### src/pll_refclk_defines.vh
// Purpose: offsets, field positions, reset values and encodings of the pll and reference clock block
// Assumes: 32-bit classic wishbone, word-aligned registers
// Notes: definitions only
`ifndef PLL_REFCLK_DEFINES_VH
`define PLL_REFCLK_DEFINES_VH

// ----------------------------------------
// register byte offsets
// ----------------------------------------
`define OFS_SYS_PLL_CTRL 5'h00
`define OFS_USB_PLL_CTRL 5'h04
`define OFS_REF_CLK_CTRL 5'h08
`define OFS_REF_TRIM 5'h0C
`define OFS_CLK_ENV 5'h10

// ----------------------------------------
// pll field positions
// ----------------------------------------
`define PLL_ODIV_LSB 24
`define PLL_MULT_LSB 16
`define PLL_IDIV_LSB 8
`define PLL_ICLK_BIT 7

// usb pll reset fields
`define USB_ODIV_RST 3'h1
`define USB_MULT_RST 3'h7

// ----------------------------------------
// reference clock control fields
// ----------------------------------------
`define REF_DIV_LSB 16
`define REF_ON_BIT 15
`define REF_STOP_IN_IDLE_BIT 13
`define REF_OE_BIT 12
`define REF_RUN_IN_SLEEP_BIT 11
`define REF_SWEN_BIT 9
`define REF_ACT_BIT 8
`define REF_TRIM_LSB 23

// oscillator code for system pll as current source
`define CURRENT_OSC_SELECT_SYS_PLL 3'h1

// reference source codes
`define SRC_SYSTEM_CLOCK 4'h0
`define SRC_PERIPHERAL_BUS_CLOCK 4'h1
`define SRC_MAX 4'h8

// unlock key sequence
`define UNLOCK_KEY1 32'hAA99_6655
`define UNLOCK_KEY2 32'h5566_99AA

`endif

### src/ref_divider.v
// Purpose: fractional reference clock divider with glitch-free switch
// Assumes: source clock arrives as a synchronised level, sampled on clk_i
// Notes: output toggles every div+trim/512 source edges
`timescale 1ns/1ns
module ref_divider
#(
   parameter DIV_W = 15,
   parameter TRIM_W = 9
)
(
   // clock and reset
   input wire clk_i,
   input wire rst_i,
   // control
   input wire run_i,
   input wire src_i,
   input wire [DIV_W-1:0] div_i,
   input wire [TRIM_W-1:0] trim_i,
   input wire load_i,
   // result
   output reg ref_o,
   output reg loaded_o
);

reg [DIV_W-1:0] div_r;
reg [TRIM_W-1:0] trim_r;
reg [DIV_W-1:0] cnt_r;
reg [TRIM_W:0] acc_r;
reg src_d_r;
reg pend_r;
wire src_rise;
wire [TRIM_W:0] acc_sum;
wire [DIV_W-1:0] limit;

assign src_rise = src_i & ~src_d_r;
assign acc_sum = acc_r + {1'b0, trim_r};
// extra source edge when fractional accumulator carries
assign limit = div_r + {{(DIV_W-1){1'b0}}, acc_sum[TRIM_W]};

// ----------------------------------------
// divider core
// ----------------------------------------
always @(posedge clk_i)
begin
   if (rst_i)
   begin
      div_r <= {DIV_W{1'b0}};
      trim_r <= {TRIM_W{1'b0}};
      cnt_r <= {DIV_W{1'b0}};
      acc_r <= {(TRIM_W+1){1'b0}};
      src_d_r <= 1'b0;
      pend_r <= 1'b0;
      ref_o <= 1'b0;
      loaded_o <= 1'b0;
   end
   else
   begin
      src_d_r <= src_i;
      loaded_o <= 1'b0;
      if (load_i)
         pend_r <= 1'b1;
      if (!run_i)
      begin
         // stopped: output parked low, new values apply at once
         ref_o <= 1'b0;
         cnt_r <= {DIV_W{1'b0}};
         acc_r <= {(TRIM_W+1){1'b0}};
         if (load_i | pend_r)
         begin
            div_r <= div_i;
            trim_r <= trim_i;
            pend_r <= 1'b0;
            loaded_o <= 1'b1;
         end
      end
      else if (div_r == {DIV_W{1'b0}})
      begin
         // zero divider passes the source, trim ignored
         ref_o <= src_i;
         if ((load_i | pend_r) & ~src_i)
         begin
            div_r <= div_i;
            trim_r <= trim_i;
            pend_r <= 1'b0;
            loaded_o <= 1'b1;
         end
      end
      else if (src_rise)
      begin
         if (cnt_r + 1'b1 >= limit)
         begin
            cnt_r <= {DIV_W{1'b0}};
            acc_r <= {1'b0, acc_sum[TRIM_W-1:0]};
            ref_o <= ~ref_o;
            // swap only at the end of the high half-period
            if ((load_i | pend_r) & ref_o)
            begin
               div_r <= div_i;
               trim_r <= trim_i;
               pend_r <= 1'b0;
               loaded_o <= 1'b1;
            end
         end
         else
            cnt_r <= cnt_r + 1'b1;
      end
   end
end

endmodule

### src/pll_refclk_ctrl.v
// Purpose: pll configuration registers and reference clock generator
// Assumes: classic wishbone slave, 32-bit data, clk_i at 20 MHz
// Notes: clock sources arrive as levels and pass two flip-flops
//
// What this block does
// output divider codes 0-7 divide by 1,2,4,8,16,32,64,256 on both plls
// multiplier codes 0-7 select 15,16,17,18,19,20,21,24 on both plls
// input divider codes 0-7 divide by 1,2,3,4,5,6,10,12 on both plls
// system pll source bit picks fast rc when 1, primary oscillator when 0
// with fast rc source the system pll input divider is forced to one
// system pll writes refused while current oscillator code is system pll
// pll control writes accepted only right after the unlock key sequence
// system pll fields load from fuse values at power-on reset
// 15-bit reference divider; zero passes the source straight through
// enable bit turns the reference generator on and off
// stop-in-idle bit halts the generator while the device idles
// output enable bit drives the reference clock onto its pin
// run-in-sleep bit keeps the output running during sleep
// run-in-sleep ignored when source is system or peripheral bus clock
// divider switch bit reads one until hardware finishes the switch
// request status bit shows whether the reference request is active
// software avoids writing control while enable and status differ
// four-bit source select covers nine sources, rest reserved
// software avoids changing source while request status is one
// nine-bit trim adds n/512 to the reference divider
// trim has no effect while the divider is zero
// while enabled, new trim waits for the divider switch bit
// new divider values apply at a clock boundary without runt pulses
// reserved source code gives a stopped low output
`timescale 1ns/1ns
`include "pll_refclk_defines.vh"
module pll_refclk_ctrl
#(
   parameter DIV_W = 15,
   parameter TRIM_W = 9
)
(
   // clock and reset
   input wire clk_i,
   input wire rst_i,
   input wire por_i,
   // wishbone slave
   input wire cyc_i,
   input wire stb_i,
   input wire we_i,
   input wire [4:0] adr_i,
   input wire [3:0] sel_i,
   input wire [31:0] dat_i,
   output reg [31:0] dat_o,
   output reg ack_o,
   // fuse values
   input wire [2:0] fuse_pll_out_div_i,
   input wire [2:0] fuse_pll_mult_i,
   input wire [2:0] fuse_pll_in_div_i,
   input wire fuse_pll_in_source_i,
   // device state
   input wire [2:0] current_osc_select_i,
   input wire idle_i,
   input wire sleep_i,
   // clock sources as levels
   input wire system_clock_i,
   input wire peripheral_bus_clock_i,
   input wire primary_osc_i,
   input wire fast_rc_osc_i,
   input wire low_power_rc_osc_i,
   input wire secondary_osc_i,
   input wire usb_pll_clk_i,
   input wire system_pll_clk_i,
   input wire ref_clock_input_pin_i,
   // pll settings decoded
   output reg [8:0] sys_pll_out_ratio_o,
   output reg [4:0] sys_pll_mult_ratio_o,
   output reg [3:0] sys_pll_in_ratio_o,
   output reg sys_pll_src_fast_rc_o,
   output reg [8:0] usb_pll_out_ratio_o,
   output reg [4:0] usb_pll_mult_ratio_o,
   output reg [3:0] usb_pll_in_ratio_o,
   // reference clock pin
   output reg ref_clock_output_pin_o,
   output reg ref_clock_output_pin_oe_n_o
);

// ----------------------------------------
// register state
// ----------------------------------------
reg [2:0] system_pll_odiv_r;
reg [2:0] system_pll_mult_r;
reg [2:0] system_pll_idiv_r;
reg system_pll_iclk_r;
reg [2:0] usb_pll_odiv_r;
reg [2:0] usb_pll_mult_r;
reg [2:0] usb_pll_idiv_r;
reg [DIV_W-1:0] ref_div_r;
reg [TRIM_W-1:0] ref_trim_r;
reg ref_on_r;
reg ref_stop_in_idle_r;
reg ref_oe_r;
reg ref_run_in_sleep_r;
reg ref_swen_r;
reg ref_active_r;
reg [3:0] ref_sel_r;
reg [1:0] unlock_r;
reg por_seen_r;
reg [8:0] sync1_r;
reg [8:0] sync2_r;
reg src_lvl_r;
reg idle_s1_r;
reg idle_s2_r;
reg sleep_s1_r;
reg sleep_s2_r;
reg [3:0] sel_lane;
wire [31:0] wmask;
wire [31:0] wval;
wire wr_req;
wire unlocked;
wire sys_wr_ok;
wire run_gen;
wire ref_clk;
wire loaded;
wire [8:0] src_raw;
integer i;

// ----------------------------------------
// decode tables
// ----------------------------------------
function [8:0] out_ratio;
   input [2:0] code;
   begin
      if (code == 3'h7)
         out_ratio = 9'h100;
      else
         out_ratio = 9'h001 << code;
   end
endfunction

function [4:0] mult_ratio;
   input [2:0] code;
   begin
      if (code == 3'h7)
         mult_ratio = 5'd24;
      else
         mult_ratio = 5'd15 + {2'b00, code};
   end
endfunction

function [3:0] in_ratio;
   input [2:0] code;
   begin
      case (code)
         3'h6: in_ratio = 4'd10;
         3'h7: in_ratio = 4'd12;
         default: in_ratio = {1'b0, code} + 4'd1;
      endcase
   end
endfunction

// ----------------------------------------
// input synchronisers
// ----------------------------------------
assign src_raw = {ref_clock_input_pin_i, system_pll_clk_i, usb_pll_clk_i,
   secondary_osc_i, low_power_rc_osc_i, fast_rc_osc_i, primary_osc_i,
   peripheral_bus_clock_i, system_clock_i};

always @(posedge clk_i)
begin
   if (rst_i)
   begin
      sync1_r <= 9'h000;
      sync2_r <= 9'h000;
      idle_s1_r <= 1'b0;
      idle_s2_r <= 1'b0;
      sleep_s1_r <= 1'b0;
      sleep_s2_r <= 1'b0;
      src_lvl_r <= 1'b0;
   end
   else
   begin
      sync1_r <= src_raw;
      sync2_r <= sync1_r;
      idle_s1_r <= idle_i;
      idle_s2_r <= idle_s1_r;
      sleep_s1_r <= sleep_i;
      sleep_s2_r <= sleep_s1_r;
      // reserved codes give a still low source
      if (ref_sel_r > `SRC_MAX)
         src_lvl_r <= 1'b0;
      else
         src_lvl_r <= sync2_r[ref_sel_r];
   end
end

// ----------------------------------------
// bus write helpers
// ----------------------------------------
always @*
begin
   for (i = 0; i < 4; i = i + 1)
      sel_lane[i] = sel_i[i];
end

assign wmask = {{8{sel_lane[3]}}, {8{sel_lane[2]}}, {8{sel_lane[1]}}, {8{sel_lane[0]}}};
assign wval = dat_i & wmask;
assign wr_req = cyc_i & stb_i & we_i & ~ack_o;
assign unlocked = (unlock_r == 2'd2);
assign sys_wr_ok = unlocked & (current_osc_select_i != `CURRENT_OSC_SELECT_SYS_PLL);

// generator runs once the request is active, unless idle or sleep halts it;
// waiting for the request lets the divider pick up a value written with the enable
assign run_gen = ref_active_r
   & ~(ref_stop_in_idle_r & idle_s2_r)
   & ~(sleep_s2_r & ~ref_run_in_sleep_r & (ref_sel_r != `SRC_SYSTEM_CLOCK)
       & (ref_sel_r != `SRC_PERIPHERAL_BUS_CLOCK));

// ----------------------------------------
// registers and wishbone slave
// ----------------------------------------
always @(posedge clk_i)
begin
   if (rst_i)
   begin
      ack_o <= 1'b0;
      dat_o <= 32'h0000_0000;
      unlock_r <= 2'd0;
      por_seen_r <= 1'b0;
      system_pll_odiv_r <= 3'h0;
      system_pll_mult_r <= 3'h0;
      system_pll_idiv_r <= 3'h0;
      system_pll_iclk_r <= 1'b0;
      usb_pll_odiv_r <= `USB_ODIV_RST;
      usb_pll_mult_r <= `USB_MULT_RST;
      usb_pll_idiv_r <= 3'h0;
      ref_div_r <= {DIV_W{1'b0}};
      ref_trim_r <= {TRIM_W{1'b0}};
      ref_on_r <= 1'b0;
      ref_stop_in_idle_r <= 1'b0;
      ref_oe_r <= 1'b0;
      ref_run_in_sleep_r <= 1'b0;
      ref_swen_r <= 1'b0;
      ref_active_r <= 1'b0;
      ref_sel_r <= 4'h0;
   end
   else
   begin
      ack_o <= cyc_i & stb_i & ~ack_o;
      // fuse values caught once after power-on reset
      if (por_i | ~por_seen_r)
      begin
         por_seen_r <= 1'b1;
         system_pll_odiv_r <= fuse_pll_out_div_i;
         system_pll_mult_r <= fuse_pll_mult_i;
         system_pll_idiv_r <= fuse_pll_in_div_i;
         system_pll_iclk_r <= fuse_pll_in_source_i;
         usb_pll_idiv_r <= fuse_pll_in_div_i;
      end
      // request status follows the enable one cycle later
      ref_active_r <= ref_on_r;
      // hardware clear of the switch bit, set by software wins
      if (loaded)
         ref_swen_r <= 1'b0;
      if (wr_req)
      begin
         case (adr_i)
            `OFS_CLK_ENV:
            begin
               if (dat_i == `UNLOCK_KEY1)
                  unlock_r <= 2'd1;
               else if (dat_i == `UNLOCK_KEY2 && unlock_r == 2'd1)
                  unlock_r <= 2'd2;
               else
                  unlock_r <= 2'd0;
            end
            `OFS_SYS_PLL_CTRL:
            begin
               unlock_r <= 2'd0;
               if (sys_wr_ok)
               begin
                  if (sel_lane[3])
                     system_pll_odiv_r <= wval[`PLL_ODIV_LSB+2:`PLL_ODIV_LSB];
                  if (sel_lane[2])
                     system_pll_mult_r <= wval[`PLL_MULT_LSB+2:`PLL_MULT_LSB];
                  if (sel_lane[1])
                     system_pll_idiv_r <= wval[`PLL_IDIV_LSB+2:`PLL_IDIV_LSB];
                  if (sel_lane[0])
                     system_pll_iclk_r <= wval[`PLL_ICLK_BIT];
               end
            end
            `OFS_USB_PLL_CTRL:
            begin
               unlock_r <= 2'd0;
               if (unlocked)
               begin
                  if (sel_lane[3])
                     usb_pll_odiv_r <= wval[`PLL_ODIV_LSB+2:`PLL_ODIV_LSB];
                  if (sel_lane[2])
                     usb_pll_mult_r <= wval[`PLL_MULT_LSB+2:`PLL_MULT_LSB];
                  if (sel_lane[1])
                     usb_pll_idiv_r <= wval[`PLL_IDIV_LSB+2:`PLL_IDIV_LSB];
               end
            end
            `OFS_REF_CLK_CTRL:
            begin
               if (sel_lane[3])
                  ref_div_r[DIV_W-1:8] <= wval[30:24];
               if (sel_lane[2])
                  ref_div_r[7:0] <= wval[23:16];
               if (sel_lane[1])
               begin
                  ref_on_r <= wval[`REF_ON_BIT];
                  ref_stop_in_idle_r <= wval[`REF_STOP_IN_IDLE_BIT];
                  ref_oe_r <= wval[`REF_OE_BIT];
                  ref_run_in_sleep_r <= wval[`REF_RUN_IN_SLEEP_BIT];
                  if (wval[`REF_SWEN_BIT])
                     ref_swen_r <= 1'b1;
               end
               if (sel_lane[0])
                  ref_sel_r <= wval[3:0];
            end
            `OFS_REF_TRIM:
            begin
               if (sel_lane[3])
                  ref_trim_r[TRIM_W-1:1] <= wval[31:24];
               if (sel_lane[2])
                  ref_trim_r[0] <= wval[`REF_TRIM_LSB];
            end
            default:
            begin
               unlock_r <= unlock_r;
            end
         endcase
      end
      // read mux, unmapped reads zero
      case (adr_i)
         `OFS_SYS_PLL_CTRL:
            dat_o <= {5'h00, system_pll_odiv_r, 5'h00, system_pll_mult_r, 5'h00, system_pll_idiv_r,
               system_pll_iclk_r, 7'h00};
         `OFS_USB_PLL_CTRL:
            dat_o <= {5'h00, usb_pll_odiv_r, 5'h00, usb_pll_mult_r, 5'h00, usb_pll_idiv_r, 8'h00};
         `OFS_REF_CLK_CTRL:
            dat_o <= {1'b0, ref_div_r, ref_on_r, 1'b0, ref_stop_in_idle_r, ref_oe_r, ref_run_in_sleep_r,
               1'b0, ref_swen_r, ref_active_r, 4'h0, ref_sel_r};
         `OFS_REF_TRIM:
            dat_o <= {ref_trim_r, 23'h00_0000};
         `OFS_CLK_ENV:
            dat_o <= {30'h0000_0000, unlock_r};
         default:
            dat_o <= 32'h0000_0000;
      endcase
   end
end

// ----------------------------------------
// divider: values load on switch request or while the request is inactive
// ----------------------------------------
ref_divider #(
   .DIV_W(DIV_W),
   .TRIM_W(TRIM_W)
) u_div (
   .clk_i(clk_i),
   .rst_i(rst_i),
   .run_i(run_gen),
   .src_i(src_lvl_r),
   .div_i(ref_div_r),
   .trim_i(ref_trim_r),
   .load_i(ref_swen_r | ~ref_active_r),
   .ref_o(ref_clk),
   .loaded_o(loaded)
);

// ----------------------------------------
// pll ratio outputs and reference pin
// ----------------------------------------
always @(posedge clk_i)
begin
   if (rst_i)
   begin
      sys_pll_out_ratio_o <= 9'h001;
      sys_pll_mult_ratio_o <= 5'd15;
      sys_pll_in_ratio_o <= 4'd1;
      sys_pll_src_fast_rc_o <= 1'b0;
      usb_pll_out_ratio_o <= 9'h001;
      usb_pll_mult_ratio_o <= 5'd15;
      usb_pll_in_ratio_o <= 4'd1;
      ref_clock_output_pin_o <= 1'b0;
      ref_clock_output_pin_oe_n_o <= 1'b1;
   end
   else
   begin
      sys_pll_out_ratio_o <= out_ratio(system_pll_odiv_r);
      sys_pll_mult_ratio_o <= mult_ratio(system_pll_mult_r);
      sys_pll_in_ratio_o <= system_pll_iclk_r ? 4'd1 : in_ratio(system_pll_idiv_r);
      sys_pll_src_fast_rc_o <= system_pll_iclk_r;
      usb_pll_out_ratio_o <= out_ratio(usb_pll_odiv_r);
      usb_pll_mult_ratio_o <= mult_ratio(usb_pll_mult_r);
      usb_pll_in_ratio_o <= in_ratio(usb_pll_idiv_r);
      ref_clock_output_pin_o <= ref_clk & ref_oe_r;
      ref_clock_output_pin_oe_n_o <= ~ref_oe_r;
   end
end

endmodule

### config.mk
export PLATFORM = sky130hd
export DESIGN_NAME = pll_refclk_ctrl
export DESIGN_NICKNAME = d
export VERILOG_FILES = /design/src/ref_divider.v /design/src/pll_refclk_ctrl.v
export VERILOG_INCLUDE_DIRS = /design/src
export SDC_FILE = /design/constraint.sdc
export NUM_CORES = 1
export LEC_CHECK = 0
export BUFFER_PORTS_ARGS = -buffer_cell sky130_fd_sc_hd__buf_2
export CAP_MARGIN = 20
export CORE_UTILIZATION = 40
export DETAILED_ROUTE_END_ITERATION = 12
export GPL_TIMING_DRIVEN = 1
export SETUP_SLACK_MARGIN = 0.15
export SYNTH_ARGS = -nofsm -noshare
export SYNTH_HDL_FRONTEND = slang
export SYNTH_SLANG_ARGS = --single-unit
### constraint.sdc
create_clock -name clk_i -period 8.05 [get_ports clk_i]
set_input_delay 2.0125 -clock clk_i [delete_from_list [all_inputs] [get_ports clk_i]]
set_output_delay 2.0125 -clock clk_i [all_outputs]
set_load 0.1 [all_outputs]
==> reports/qor.csv <==
stage,metric,value,unit
yosys,Post-Syn Area,8650,sq um
place,dpl hpwl,16000,um
finish,Layout fillers,2063,
setup_path,Worst EP required,8.39,ns
power_and_ir_drop,worst vdd ir,0.113,mV
routing,1st-iter DRT viols,534,
hold_path,Worst Hold End,sync2_r[1],
power_and_ir_drop,Clock Power Share,0.415,
yosys,syn_area_per_cell,9.08,sq um
clock_network,H-tree depth,4,
setup_path,crit-path max cell delay,0.54,ns
clock_network,clock-pin slew on the worst setup and hold paths,0.08,ns
setup_path,CP Capture Type,register,
sta,Layout Skew,0.0140,ns
setup_path,worst r2r path cells,21,
clock_network,Longest Clk Path Bufs,2,
floorplan,Initial Utilization,0.410,
clock_network,Resize count post-CTS,0,
routing,Total Wirelength,22700,um
finish,NumNets Final,1175,
setup_path,cell chain of the critical path,"ha_1, nand3_1, o211ai_1, o21ai_0, a21oi_1, a21o_1, a21o_1, ha_1, ha_1, nand2_1, nor2_1, nand4_1, xor2_1, ha_1, a21oi_1, o21ai_0, a21o_1, a21oi_2, buf_4, nor2_1, a221oi_1",
setup_path,Setup Crit Path Kind,register to register,
flow_run,Max Cap Viol,0,
power_and_ir_drop,Flop pwr share,0.506,
power_and_ir_drop,Comb pwr share,0.078,
hold_path,Hold Crit Depth,1,
finish,"most common cell after layout, fill and taps aside",dfxtp_1,
routing,via count,7217,
clock_network,Skew-Pair Late Insertion Delay,0.45,ns
power_and_ir_drop,pwr/cell area,198,nW/um^2
setup_path,"most used cell, CP",ha_1,
routing,Vias/cell,5.31,
place,IO buf count,138,
setup_path,WP data arrival,5.30,ns
outcome,status,"complete, no violations",
floorplan,FP Rows,53,
floorplan,io pins,143,
hold_path,worst hold path class,register to register,
floorplan,Core Area,21100,sq um
yosys,Post-synth EDFFs,0,
sta,Final setup viols,0,
finish,# diodes,0,
setup_path,reg2reg setup slack,3.09,ns
yosys,Ys Warns,0,
setup_path,CP max-delay cell,a21oi_2,
setup_path,RR Endpoint,u_div.pend_r,
sta,Final Slew Violations,0,
clock_network,Setup Buffers After CTS,0,
sta,Final min period,4.96,ns
finish,share of cells above drive strength 1,0.180,
power_and_ir_drop,Switching Fraction,0.274,
clock_network,CTS Root Cell,clkbuf_16,
floorplan,Die H,149,um
sta,setup TNS,0,ns
routing,Avg WL per Cell,16.7,um
floorplan,Die ar.,22200,sq um
place,GP Congestion,0.868,
power_and_ir_drop,Net Switching,0.000547,W
clock_network,hold_buf cts,0,
global_routing,first-pass GRT wire length,35900,um
yosys,ys flop type,dfxtp_1,
routing,number of iterations in the first detailed-routing pass,7,
sta,unrepaired setup endpoints after global routing,false,
routing,DRC,0,
clock_network,TritonCTS clock tree,done,
power_and_ir_drop,P_int,0.00145,W
finish,most frequent cells in the layout,"dfxtp_1, buf_2, nand2_1",
global_routing,initial antenna violation count,0,
setup_path,Worst R2R Start,u_div.acc_r[4],
sta,hold_ws,0.437,ns
yosys,post-synthesis cell type count,58,
clock_network,TritonCTS Sinks,199,
routing,Routed Antenna Nets,0,
global_routing,vias in the first global route,6780,
global_routing,largest net degree at the start of global routing,94,
power_and_ir_drop,Static Leak,4.26,nW
clock_network,total CTS buffers,17,
sta,final hold viol count,0,
global_routing,GRT overflow,0,
yosys,"Async S/R FF share, synth",0,
setup_path,CP max FO,15,
yosys,Gate Count Post-Synth,953,
hold_path,min-delay src,sync1_r[1],
sta,worst slew pin tran,0.968,ns
finish,Syn-to-layout area delta,16.7,%
finish,post-layout util,0.479,
global_routing,Total GRT Usage,0.210,
yosys,post-synthesis register bit count,199,
finish,Reg area,3980,sq um
sta,Max-slew headroom,0.355,
yosys,fraction of the yosys area taken by sequential cells,0.460,
finish,multi-input logic area,4390,sq um
sta,maximum clock frequency,202,MHz
sta,Tcrit/Tclk final,0.616,
setup_path,Startpoint Class,register,
floorplan,Chip Width,149,um
worst max-delay path, delay by kind of cell, from the launching register on:
| family | cells | cell delay (ns) |
|---|---|---|
| xor gates and xnor gates | 1 | 0.18 |
| adders and majority gates | 4 | 1.06 |
| DFF | 1 | 0.31 |
| buffers and inverters | 1 | 0.36 |
| AOI/OAI and AO/OA | 10 | 2.17 |
| and+or+nand+nor | 5 | 0.77 |
cells in the mapped netlist, drive strengths merged, types with 6 or more instances:
cell type | n | area share
a21oi | 35 | 0.020
a21o | 7 | 0.0061
nand3 | 56 | 0.032
dfxtp | 199 | 0.46
nor2 | 101 | 0.044
and3 | 18 | 0.013
ha | 32 | 0.046
inv | 15 | 0.0065
nor3 | 45 | 0.027
nor4bb | 13 | 0.015
nand4 | 19 | 0.014
xnor2 | 14 | 0.014
mux2 | 7 | 0.0091
buf | 14 | 0.012
nor2b | 27 | 0.020
a222oi | 9 | 0.010
mux2i | 64 | 0.074
nor4 | 6 | 0.0051
o21ai | 30 | 0.017
xor2 | 16 | 0.016
nand2 | 107 | 0.046
a211oi | 7 | 0.0061
nand2b | 9 | 0.0065
clkbuf | 39 | 0.017
a22oi | 8 | 0.0069
worst max-delay path by stage:
stage | start | to | slack (ns) | cells past startpoint
detailed placement | u_div.acc_r[4] | u_div.pend_r | 3.15 | 21
floorplan | u_div.acc_r[4] | u_div.cnt_r[6] | 4.02 | 21
global route | u_div.acc_r[4] | u_div.acc_r[1] | 2.77 | 21
CTS | u_div.acc_r[4] | u_div.pend_r | 3.13 | 21
finish | u_div.acc_r[4] | u_div.pend_r | 3.09 | 21
global placement | u_div.acc_r[4] | u_div.pend_r | 3.37 | 21
layer usage:
layer / routed length (um) / GRT usage / vias up
li1: - / - / 3591
met5: 0 / 0 / -
met1: 10600 / 0.281 / 3390
met4: 407 / 0.0735 / 0
met3: 1300 / 0.0477 / 28
met2: 10300 / 0.330 / 208
layout make-up:
class,instances,share of cell area
clock buffer,18,0.0425
multi-input combinational,691,0.435
inverter,15,0.00558
clock inverter,13,0.0133
sequential,199,0.395
timing repair buffer,147,0.0753
tap,275,0.0341
power groups by stage:
stage / logic, W / registers [W] / clock network (W)
6_report: 0.000156 / 0.00101 / 0.000830
5_1_grt: 0.000166 / 0.00101 / 0.000885
4_1_cts: 0.000156 / 0.00101 / 0.000843
3_5_place_dp: 0.000156 / 0.00104 / 0
3_3_place_gp: 0.000156 / 0.00103 / 0
2_1_floorplan: 0.0000544 / 0.00109 / 0
flip-flops by register name, indices dropped and copies added, names as in the netlist, 2 cells and up:
| register | count |
|---|---|
| dat_o | 28 |
| ref_div_r | 15 |
| ref_sel_r | 4 |
| ref_trim_r | 9 |
| sync1_r | 9 |
| sync2_r | 9 |
| sys_pll_in_ratio_o | 4 |
| sys_pll_mult_ratio_o | 5 |
| sys_pll_out_ratio_o | 9 |
| system_pll_idiv_r | 3 |
| system_pll_mult_r | 3 |
| system_pll_odiv_r | 3 |
| u_div.acc_r | 9 |
| u_div.cnt_r | 15 |
| u_div.div_r | 15 |
| u_div.trim_r | 9 |
| unlock_r | 2 |
| usb_pll_idiv_r | 3 |
| usb_pll_in_ratio_o | 4 |
| usb_pll_mult_r | 3 |
| usb_pll_mult_ratio_o | 5 |
| usb_pll_odiv_r | 3 |
| usb_pll_out_ratio_o | 9 |
metrics by stage:
stage | power (W) | setup WS [ns] | instances | area (sq um)
2_1_floorplan | 0.00114 | 4.02 | 958 | 8670
3_3_place_gp | 0.00119 | 3.37 | 1327 | 9540
3_5_place_dp | 0.00119 | 3.15 | 1327 | 9540
4_1_cts | 0.00201 | 3.13 | 1358 | 10100
5_1_grt | 0.00207 | 2.77 | 1358 | 10100
6_report | 0.00200 | 3.09 | 1358 | 10100
kinds of logic (layout without fill, tap and decap cells):
| logic type | count (synthesis) | in the layout | synth area share |
|---|---|---|---|
| xor gates and xnor gates | 30 | 30 | 0.0304 |
| adders and majority gates | 33 | 33 | 0.0486 |
| AOI/OAI and AO/OA | 120 | 120 | 0.0901 |
| other | 1 | 6 | 0.000433 |
| buffers and inverters | 68 | 193 | 0.0357 |
| muxes | 72 | 72 | 0.0857 |
| DFF | 199 | 199 | 0.460 |
| and+or+nand+nor | 430 | 430 | 0.249 |
Note: power is estimated with default switching activity, not from simulation.
